## config.mk

```make
export PLATFORM = sky130hd
export DESIGN_NAME = cvl_limit_voltage_regs
export DESIGN_NICKNAME = d
export VERILOG_FILES = /design/src/rtl/cvl_limit_voltage_regs.v
export VERILOG_INCLUDE_DIRS = /design/src /design/src/pkg
export SDC_FILE = /design/constraint.sdc
export NUM_CORES = 1
export LEC_CHECK = 0
export BUFFER_PORTS_ARGS = -buffer_cell sky130_fd_sc_hd__buf_2
export CAP_MARGIN = 40
export CORE_MARGIN = 4
export CORE_UTILIZATION = 40
export CTS_CLUSTER_DIAMETER = 200
export DETAILED_ROUTE_END_ITERATION = 8
export PLACE_DENSITY_LB_ADDON = 0.05
export REMOVE_ABC_BUFFERS = 1
export SYNTH_ARGS = -nofsm -noshare
export SYNTH_HDL_FRONTEND = slang
export SYNTH_SLANG_ARGS = --single-unit
```

## constraint.sdc

```tcl
create_clock -name ref_clk -period 13.5 [get_ports ref_clk]
set_clock_uncertainty 0.1 [all_clocks]
set_input_delay 3.375 -clock ref_clk [delete_from_list [all_inputs] [get_ports ref_clk]]
set_output_delay 3.375 -clock ref_clk [all_outputs]
set_load 0.02 [all_outputs]
```

## src/pkg/cvl_regs.vh

```
`ifndef CVL_REGS_VH
`define CVL_REGS_VH

// Register offsets
`define CVL_ADDR_PH1_LIMIT 8'h05
`define CVL_ADDR_PH2_LIMIT 8'h07
`define CVL_ADDR_PH3_LIMIT 8'h09
`define CVL_ADDR_OUT0_VCODE 8'h0a
`define CVL_ADDR_OUT0_FLOOR 8'h0b

// Reset values
`define CVL_RST_PH_LIMIT 8'h3a
`define CVL_RST_OUT0_VCODE 8'h61
`define CVL_RST_OUT0_FLOOR 8'h00

// Current limit field position
`define CVL_ILIM_HI 5
`define CVL_ILIM_LO 3

// Current limit decode in mA
`define CVL_ILIM_BASE_MA 16'd1500
`define CVL_ILIM_STEP_MA 16'd500

// Voltage code segment boundaries
`define CVL_VSEG1_LAST 8'h17
`define CVL_VSEG2_FIRST 8'h18
`define CVL_VSEG2_LAST 8'h9d
`define CVL_VSEG3_FIRST 8'h9e

// Voltage decode in mV; middle segment in uV
`define CVL_VSEG1_BASE_MV 16'd500
`define CVL_VSEG1_STEP_MV 16'd10
`define CVL_VSEG2_BASE_UV 32'd735000
`define CVL_VSEG2_STEP_UV 32'd5000
`define CVL_VSEG3_BASE_MV 16'd1420
`define CVL_VSEG3_STEP_MV 16'd20
`define CVL_UV_PER_MV 32'd1000

`endif

```

## src/rtl/cvl_limit_voltage_regs.v

```verilog
`timescale 1ns/1ns
`include "cvl_regs.vh"
module cvl_limit_voltage_regs #(
   parameter ADDR_W = 8,
   parameter REG_W = 8,
   parameter SETPT_W = 16
) (
   input wire ref_clk,
   input wire rst_n,
   input wire clk_en,
   input wire reg_wr,
   input wire reg_rd,
   input wire [ADDR_W-1:0] reg_addr,
   input wire [REG_W-1:0] reg_wdata,
   output reg [REG_W-1:0] reg_rdata,
   output reg reg_addr_hit,
   input wire output0_pin_control_enable,
   input wire output0_pin_level_select,
   input wire output0_enable_pin,
   output reg [SETPT_W-1:0] phase1_limit_ma,
   output reg [SETPT_W-1:0] phase2_limit_ma,
   output reg [SETPT_W-1:0] phase3_limit_ma,
   output reg [REG_W-1:0] output0_target_code,
   output reg [SETPT_W-1:0] output0_target_mv,
   output reg output0_floor_active
);

   // Stored registers, one per mapped address
   reg [REG_W-1:0] phase1_limit_ctrl_reg;
   reg [REG_W-1:0] phase2_limit_ctrl_reg;
   reg [REG_W-1:0] phase3_limit_ctrl_reg;
   reg [REG_W-1:0] output0_voltage_code_reg;
   reg [REG_W-1:0] output0_floor_voltage_code_reg;
   // Read path next values
   reg [REG_W-1:0] rdata_next;
   reg hit_next;
   // Per-register write enables
   wire wr_ok;
   wire ph1_wr;
   wire ph2_wr;
   wire ph3_wr;
   wire vcode_wr;
   wire floor_wr;
   // Output 0 code selection
   wire floor_sel;
   wire [REG_W-1:0] code_sel;

   // Address match, shared by every write enable
   function addr_is;
      input [7:0] addr;
      input [7:0] target;
      begin
         addr_is = (addr == target);
      end
   endfunction

   // Limit field to milliamps
   function [15:0] cvl_ilim_ma;
      input [7:0] ctrl;
      begin
         cvl_ilim_ma = `CVL_ILIM_BASE_MA +
            `CVL_ILIM_STEP_MA * {13'h0000, ctrl[`CVL_ILIM_HI:`CVL_ILIM_LO]};
      end
   endfunction

   // Three-segment code to millivolts; middle segment works in microvolts, and its 5 mV steps
   // from 735 mV always land on whole mV, so the divide by 1000 drops no remainder
   function [15:0] cvl_vcode_mv;
      input [7:0] code;
      reg [31:0] uv;
      reg [31:0] mv_wide;
      begin
         uv = 32'h0;
         mv_wide = 32'h0;
         if (code <= `CVL_VSEG1_LAST) begin
            cvl_vcode_mv = `CVL_VSEG1_BASE_MV + `CVL_VSEG1_STEP_MV * {8'h00, code};
         end else if (code <= `CVL_VSEG2_LAST) begin
            uv = `CVL_VSEG2_BASE_UV +
               `CVL_VSEG2_STEP_UV * {24'h000000, code - `CVL_VSEG2_FIRST};
            mv_wide = uv / `CVL_UV_PER_MV;
            // Quotient stays well under 16 bits, so the cut loses nothing
            cvl_vcode_mv = mv_wide[15:0];
         end else begin
            cvl_vcode_mv = `CVL_VSEG3_BASE_MV +
               `CVL_VSEG3_STEP_MV * {8'h00, code - `CVL_VSEG3_FIRST};
         end
      end
   endfunction

   // Floor state only when the pin acts as roof/floor select and is low
   assign floor_sel = output0_pin_control_enable & output0_pin_level_select &
      ~output0_enable_pin;
   assign code_sel = floor_sel ? output0_floor_voltage_code_reg :
      output0_voltage_code_reg;

   // A write only counts when the clock enable lets the edge through
   assign wr_ok = clk_en & reg_wr;
   assign ph1_wr = wr_ok & addr_is(reg_addr, `CVL_ADDR_PH1_LIMIT);
   assign ph2_wr = wr_ok & addr_is(reg_addr, `CVL_ADDR_PH2_LIMIT);
   assign ph3_wr = wr_ok & addr_is(reg_addr, `CVL_ADDR_PH3_LIMIT);
   assign vcode_wr = wr_ok & addr_is(reg_addr, `CVL_ADDR_OUT0_VCODE);
   assign floor_wr = wr_ok & addr_is(reg_addr, `CVL_ADDR_OUT0_FLOOR);
   // Unmapped writes raise no enable and are simply dropped

   // Phase 1 limit byte; reserved bits kept as plain storage
   always @(posedge ref_clk or negedge rst_n) begin
      if (!rst_n) begin
         phase1_limit_ctrl_reg <= `CVL_RST_PH_LIMIT;
      end else if (ph1_wr) begin
         phase1_limit_ctrl_reg <= reg_wdata;
      end
   end

   // Phase 2 limit byte
   always @(posedge ref_clk or negedge rst_n) begin
      if (!rst_n) begin
         phase2_limit_ctrl_reg <= `CVL_RST_PH_LIMIT;
      end else if (ph2_wr) begin
         phase2_limit_ctrl_reg <= reg_wdata;
      end
   end

   // Phase 3 limit byte
   always @(posedge ref_clk or negedge rst_n) begin
      if (!rst_n) begin
         phase3_limit_ctrl_reg <= `CVL_RST_PH_LIMIT;
      end else if (ph3_wr) begin
         phase3_limit_ctrl_reg <= reg_wdata;
      end
   end

   // Normal output 0 voltage code
   always @(posedge ref_clk or negedge rst_n) begin
      if (!rst_n) begin
         output0_voltage_code_reg <= `CVL_RST_OUT0_VCODE;
      end else if (vcode_wr) begin
         output0_voltage_code_reg <= reg_wdata;
      end
   end

   // Floor output 0 voltage code
   always @(posedge ref_clk or negedge rst_n) begin
      if (!rst_n) begin
         output0_floor_voltage_code_reg <= `CVL_RST_OUT0_FLOOR;
      end else if (floor_wr) begin
         output0_floor_voltage_code_reg <= reg_wdata;
      end
   end

   // Read mux; unmapped addresses read zero and flag no hit
   always @* begin
      rdata_next = 8'h00;
      hit_next = 1'b1;
      case (reg_addr)
         `CVL_ADDR_PH1_LIMIT: rdata_next = phase1_limit_ctrl_reg;
         `CVL_ADDR_PH2_LIMIT: rdata_next = phase2_limit_ctrl_reg;
         `CVL_ADDR_PH3_LIMIT: rdata_next = phase3_limit_ctrl_reg;
         `CVL_ADDR_OUT0_VCODE: rdata_next = output0_voltage_code_reg;
         `CVL_ADDR_OUT0_FLOOR: rdata_next = output0_floor_voltage_code_reg;
         default: hit_next = 1'b0;
      endcase
   end

   // Read data registered one cycle after the read strobe
   always @(posedge ref_clk or negedge rst_n) begin
      if (!rst_n) begin
         reg_rdata <= 8'h00;
         reg_addr_hit <= 1'b0;
      end else if (clk_en && reg_rd) begin
         reg_rdata <= rdata_next;
         reg_addr_hit <= hit_next;
      end
   end

   // Limit set-points follow the registers on every clk_en cycle, so changes apply while running;
   // the cost is one cycle of latency after each write
   always @(posedge ref_clk or negedge rst_n) begin
      if (!rst_n) begin
         phase1_limit_ma <= 16'h0000;
         phase2_limit_ma <= 16'h0000;
         phase3_limit_ma <= 16'h0000;
      end else if (clk_en) begin
         phase1_limit_ma <= cvl_ilim_ma(phase1_limit_ctrl_reg);
         phase2_limit_ma <= cvl_ilim_ma(phase2_limit_ctrl_reg);
         phase3_limit_ma <= cvl_ilim_ma(phase3_limit_ctrl_reg);
      end
   end

   // Output 0 target; code and millivolts are registered together, so they agree from the first clk_en edge (reset loads both with 0)
   always @(posedge ref_clk or negedge rst_n) begin
      if (!rst_n) begin
         output0_target_code <= 8'h00;
         output0_target_mv <= 16'h0000;
         output0_floor_active <= 1'b0;
      end else if (clk_en) begin
         output0_target_code <= code_sel;
         output0_target_mv <= cvl_vcode_mv(code_sel);
         output0_floor_active <= floor_sel;
      end
   end

endmodule // cvl_limit_voltage_regs

```

==> flow_metrics.py, run 1 <==
metrics = {
    "status": {
        "outcome": "complete, but fails checks",
        "violations": "negative setup slack",
    },
    "global_route": {
        "antenna_violations_before_repair": 0,
        "gr-total-overflow": 0,
        "first_global_vias": 11800,
        "grt_start_max_net_pins": 54,
        "wire_length_of_the_first_global_routing_pass_um": 58950,
        "total_routing_usage_gr_pct": 21.27,
    },
    "yosys": {
        "yosysUniqueCellTypes": 117,
        "synth_enable_flop_cells": 0,
        "synth_top_flop_cell": "dfrtp_1",
        "synth_cells": 1341,
        "syn_area_um2": 11840,
        "synth.yosys.seq_area_share_pct": 22.35,
        "ys_warn_count": 0,
        "synthArstFlopShare_pct": 100.0,
        "yosys_register_bits": 105,
        "synth_area_per_cell_um2": 8.828,
    },
    "drt": {
        "detailroute.via_count": 11600,
        "route.final.wire_length_um": 35540,
        "routedWlPerCell_um": 16.51,
        "drtPass1Iterations": 5,
        "initialDrtViolationCount": 594,
        "drt_antenna_net_count": 0,
        "met3WireLength_um": 965,
        "topRoutingLayerUsed": "met4",
        "route.detailed.drc": 0,
        "vias_per_cell": 5.386,
        "wl_met2_um": 17680,
        "drt-met1-wl_um": 16410,
    },
    "cells_and_area": {
        "layout_common_cells": "buf_4 (344), ha_1 (96), a21oi_1 (90), dfrtp_1 (90), buf_2 (87)",
        "antenna-diode-count": 0,
        "non_filler_instance_count_after_layout": 2153,
        "register_bank_with_the_most_flops": "output0_target_mv",
        "final_layout_size_suffix_gt1_share_pct": 42.51,
        "largest_reg_flops": 14,
        "num-nets-final": 1913,
        "syn2layout_area_growth_pct": 42.30,
        "layout_commonest_cell": "buf_4",
    },
    "floorplan": {
        "floorplan.initialDensity_pct": 40.91,
        "count_of_boundary_i_o_pins": 106,
        "fp-row-count": 62,
        "core_um2": 28940,
        "die_width_um": 180.0,
        "die_area_um2": 32410,
        "die_height_um": 180.0,
    },
    "worst_setup_path": {
        "most_common_cell_type_on_the_critical_path": "buf_4",
        "largest_stage_delay_worst_path_ns": 0.50,
        "worst-path-max-fanout": 7,
        "timing.critical_path.arrival_ns": 15.10,
        "worst_ep_required_time_ns": 13.68,
        "worst-setup-path-type": "input port to flop",
        "critical-path-slowest-cell": "fa_1",
        "setup.worst_path.start_class": "input port",
        "critPathCaptureType": "flop",
    },
    "timing": {
        "finalWorstSetupSlack_ns": -1.417,
        "post-route-min-period_ns": 14.92,
        "setup_violations": 4,
        "whs_ns": 0.3795,
        "max_clock_freq_mhz": 67.04,
        "final_max_slew_viol_count": 0,
        "max_slew.worst_pin.slew_ns": 0.7586,
        "maxSlewHeadroom_pct": 49.32,
        "grt_setup_unrepaired": "yes",
        "finalCritPeriodShare_pct": 110.5,
        "final-hold-violation-count": 0,
    },
    "clock_network": {
        "htreeDepth": 3,
        "max-clock-path-buffers": 2,
        "tritoncts_clock_tree": "yes",
        "cts_root_buffer": "clkbuf_16",
        "insertion_delay_to_the_later_sink_of_the_worst_skew_pair_ns": 0.35,
        "cts.reportedPaths.clkPinSlew_ns": 0.08,
        "cts_made_buffers": 9,
        "cts_sinks": 105,
    },
    "worst_hold_path": {
        "worst_hold_path_type": "flop to flop",
    },
    "placed_design": {
        "port-buffer-count": 88,
        "place_worst_setup_slack_ns": -2.552,
        "post_detail_place_hpwl_um": 27250,
        "finalWeightedCongestion": 0.8897,
        "placedCellCount": 2065,
    },
    "flow_run": {
        "max-cap-violations": 0,
    },
}
==> worst max-delay path, delay by kind of cell <==
kind	cells	cell delay [ns]
adder cells (fa/ha/maj)	5	1.95
AND/OR/NAND/NOR	15	3.25
XOR/XNOR	1	0.14
multiplexers	4	1.16
buffers and inverters	15	1.76
AO/OA/AOI/OAI	17	3.41
==> area by class of cell <==
cell class                      count  area (um^2)
Clock buffer                       10        239.0
Clock inverter                      6        92.59
Fill cell                        2602        12090
Inverter                           93        354.1
Multi-Input combinational cell   1100         9721
Sequential cell                   105         2646
Tap cell                          384        480.5
Timing Repair Buffer              455         3313
==> repair_timing <==
action                                  4_1_cts  5_1_grt
pin swaps                                    95       74
gates resized for setup                     162       82
buffers inserted                             48       25
hold buffers                                  0        0
endpoints found under the setup margin        5        5
==> cells by family after synthesis <==
group	after synthesis	share of synthesized area, %
compound gates	404	24.99
simple gates	357	15.41
buf+inv	152	5.802
fa+ha+maj	127	14.97
xor+xnor	113	8.614
flops	105	22.35
mux	82	7.831
other cells	1	0.03168
==> cells in the mapped netlist (13+ instances only) <==
cell,count,area (um^2)
dfstp_2,15,394.1
a21o_1,30,225.2
fa_1,25,500.5
a211oi_1,24,180.2
o21ai_0,40,200.2
nor2_1,95,356.6
nand2_1,84,315.3
o211ai_1,13,97.59
mux2_2,63,709.4
clkbuf_1,21,78.83
buf_4,25,187.7
and2_1,15,93.84
mux2i_1,14,140.1
a31oi_1,14,87.58
nand3_1,30,150.1
a21oi_1,101,505.5
ha_1,100,1251
dfrtp_1,90,2252
or3_1,13,81.33
xnor2_1,83,727.0
nor3_1,30,150.1
inv_1,91,341.6
xor2_1,26,227.7
==> metal layers <==
metal	GRT usage [%]	vias up
met4	3.962	0
met3	2.281	32
met1	28.16	5603
met5	0	-
li1	-	5782
met2	38.04	178
==> path summary, 6_finish.rpt <==
check | startpoint | endpoint | slack (ns) | cells after the start
max | output0_enable_pin | output0_target_mv[0] | -1.42 | 57
max in group asynchronous | rst_n | output0_voltage_code_reg[6] | 9.37 | 3
max reg2reg | output0_voltage_code_reg[4] | output0_target_mv[0] | 1.61 | 56
min in group asynchronous | rst_n | output0_target_mv[5] | 2.85 | 1
min | reg_rdata[0] | reg_rdata[0] | 0.38 | 1
min reg2reg | reg_rdata[0] | reg_rdata[0] | 0.38 | 1
==> through the flow <==
step	area, um^2	utilization (%)	TNS (ns)
after floorplan	11560	-	-11.43
after global placement	14700	50.81	-7.661
after detailed placement	14740	50.94	-9.208
after CTS	16270	56.23	-3.822
after global routing	16850	58.22	-6.096
final	16850	58.22	-4.308
Power of run 1 is left out: the tool's default activity adds up to more than one toggle a clock period on the data nets, which glitch-free logic cannot reach.
==> inputs of run 2 (changes only) <==
==> constraint.sdc (replaced) <==
create_clock -name ref_clk -period 13.5 [get_ports ref_clk]
set_clock_uncertainty 0.1 [all_clocks]
set_input_delay 2.7 -clock ref_clk [delete_from_list [all_inputs] [get_ports ref_clk]]
set_output_delay 2.7 -clock ref_clk [all_outputs]
set_load 0.02 [all_outputs]
==> run 2 against run 1 <==
The run still ends with negative setup slack left. Worst hold slack is essentially flat. First-iteration DRC count decreased by 8.4%. Clock-buffer cell count fell by 1. Register-to-register slack improved by 0.04 ns. Utilization shrank 1.5 points. Die area stayed put. Via count down 1.2%. Critical path depth decreased by 7. Final area down 2.6%. Critical endpoint unchanged.
==> flow_metrics.py, run 2 (synthesis gave the netlist of run 1 again) <==
metrics = {
    "status": {
        "outcome": "complete, but fails checks",
        "violations": "negative setup slack",
    },
    "cells_and_area": {
        "fillCellCount": 2706,
        "antenna-diode-count": 0,
        "register_bank_with_the_most_flops": "output0_target_mv",
        "num-nets-final": 1886,
        "largest_reg_flops": 14,
        "syn2layout_area_growth_pct": 38.59,
        "layout_common_cells": "buf_4 (328), ha_1 (97), a21oi_1 (91), dfrtp_1 (90), buf_2 (87)",
        "final_layout_size_suffix_gt1_share_pct": 41.10,
        "post-route-cell-area_um2": 16410,
        "layout_commonest_cell": "buf_4",
    },
    "global_route": {
        "grt_start_max_net_pins": 68,
        "first_global_vias": 11520,
        "total_routing_usage_gr_pct": 20.66,
        "wire_length_of_the_first_global_routing_pass_um": 57170,
        "antenna_violations_before_repair": 0,
        "gr-total-overflow": 0,
    },
    "placed_design": {
        "finalWeightedCongestion": 0.8722,
        "post_detail_place_hpwl_um": 27110,
        "port-buffer-count": 88,
        "place_worst_setup_slack_ns": -1.826,
        "detailed_place.area_um2": 14740,
    },
    "worst_setup_path": {
        "worst-path-max-fanout": 7,
        "worst_path_dominant_cell_family": "compound AO/OA/AOI/OAI gates",
        "timing.critical_path.arrival_ns": 14.32,
        "critical-path-slowest-cell": "fa_1",
        "worst_ep_required_time_ns": 13.62,
        "setup.worst_path.start_class": "input port",
        "worst-setup-path-type": "input port to flop",
        "largest_stage_delay_worst_path_ns": 0.49,
        "critPathCaptureType": "flop",
        "path_buf_inv": 9,
        "most_common_cell_type_on_the_critical_path": "buf_4",
    },
    "timing": {
        "maxSlewHeadroom_pct": 46.98,
        "finalCritPeriodShare_pct": 105.2,
        "max_slew.worst_pin.slew_ns": 0.7936,
        "finalWorstSetupSlack_ns": -0.6959,
        "max_clock_freq_mhz": 70.44,
        "grt_setup_unrepaired": "yes",
        "post-route-min-period_ns": 14.20,
        "final-hold-violation-count": 0,
        "final_max_slew_viol_count": 0,
        "finalSetupTns_ns": -1.428,
        "setup_violations": 3,
    },
    "clock_network": {
        "cts.reportedPaths.clkPinSlew_ns": 0.09,
        "htreeDepth": 3,
        "max-clock-path-buffers": 2,
        "cts_made_buffers": 9,
        "cts_root_buffer": "clkbuf_16",
        "cts_sinks": 105,
        "hold_buffers": 0,
        "tritoncts_clock_tree": "yes",
        "insertion_delay_to_the_later_sink_of_the_worst_skew_pair_ns": 0.36,
    },
    "drt": {
        "route.final.wire_length_um": 34600,
        "route.detailed.drc": 0,
        "routedWlPerCell_um": 16.27,
        "vias_per_cell": 5.388,
        "initialDrtViolationCount": 544,
        "drt_antenna_net_count": 0,
        "detailroute.via_count": 11460,
        "drtPass1Iterations": 5,
    },
    "floorplan": {
        "floorplan.initialDensity_pct": 40.91,
        "die_height_um": 180.0,
        "die_area_um2": 32410,
        "core_um2": 28940,
        "count_of_boundary_i_o_pins": 106,
        "fp-row-count": 62,
        "die_width_um": 180.0,
    },
    "flow_run": {
        "max-cap-violations": 0,
    },
    "worst_hold_path": {
        "worst_hold_path_type": "flop to flop",
    },
}
==> run 2: cell types whose count changed in the layout (fill, tap and decap cells not counted), sizes merged <==
| cell | before | now |
|---|---|---|
| buf | 455 | 428 |
| bufinv | 1 | 0 |
| clkbuf | 10 | 9 |
| clkinv | 2 | 6 |
| clkinvlp | 1 | 0 |
| inv | 95 | 94 |
==> run 2: path summary, 6_finish.rpt <==
kind	from	slack [ns]	depth (start not counted)	endpoint
worst max-delay path	output0_enable_pin	-0.70	50	output0_target_mv[0]
worst min-delay path	output0_target_mv[1]	0.38	1	output0_target_mv[1]
worst max register to register	output0_floor_voltage_code_reg[4]	1.65	51	output0_target_mv[0]
max in group asynchronous	rst_n	10.17	3	phase1_limit_ctrl_reg[3]
worst min register to register	output0_target_mv[1]	0.38	1	output0_target_mv[1]
min in group asynchronous	rst_n	2.20	1	output0_target_mv[0]
==> run 2: repair_timing <==
action,CTS,global route
resized for setup,131,74
endpoints found under the hold margin,0,0
setup endpoints to repair,4,4
buffers inserted,28,16
pin swaps,85,61
gates cloned,0,0
==> run 2: per-layer routing <==
layer  routed length (um)  part of all wire [%]  global-route usage, %  up-vias
li1                     -                     -                      -     5727
met1                16090                    47                  27.30     5534
met2                17340                    50                  37.21      170
met3                  801                   2.3                  1.897       24
met4                  365                   1.1                  3.872        0
met5                    0                     0                      0        -
==> run 2: final cells by class <==
cell class                      instances  area, um^2  area share (%)
Tap cell                              384       480.5           2.928
Inverter                               93       350.3           2.135
Clock buffer                            9       225.2           1.373
Sequential cell                       105        2646           16.13
Clock inverter                          7       91.34          0.5567
Multi-Input combinational cell       1100        9553           58.22
Timing Repair Buffer                  428        3060           18.65
==> run 2: worst reg2reg max path, delay by kind of cell (launching register included) <==
| family | cells | cell delay, ns |
|---|---|---|
| XOR/XNOR | 2 | 0.29 |
| adder cells (fa/ha/maj) | 6 | 2.13 |
| multiplexers | 2 | 0.51 |
| AND/OR/NAND/NOR | 12 | 2.89 |
| flip-flops | 1 | 0.41 |
| AO/OA/AOI/OAI | 19 | 4.46 |
| buffers and inverters | 10 | 0.95 |
==> run 2: through the flow <==
| stage | hold WS (ns) | util (%) | cells |
|---|---|---|---|
| 2_1_floorplan | 0.3814 | - | 1298 |
| 5_1_grt | 0.4073 | 56.70 | 2126 |
| 6_report | 0.3792 | 56.70 | 2126 |
| 3_3_place_gp | 0.3600 | 50.82 | 2064 |
| 4_1_cts | 0.3823 | 55.06 | 2111 |
| 3_5_place_dp | 0.3603 | 50.95 | 2067 |
Power of run 2 is left out for the same reason.
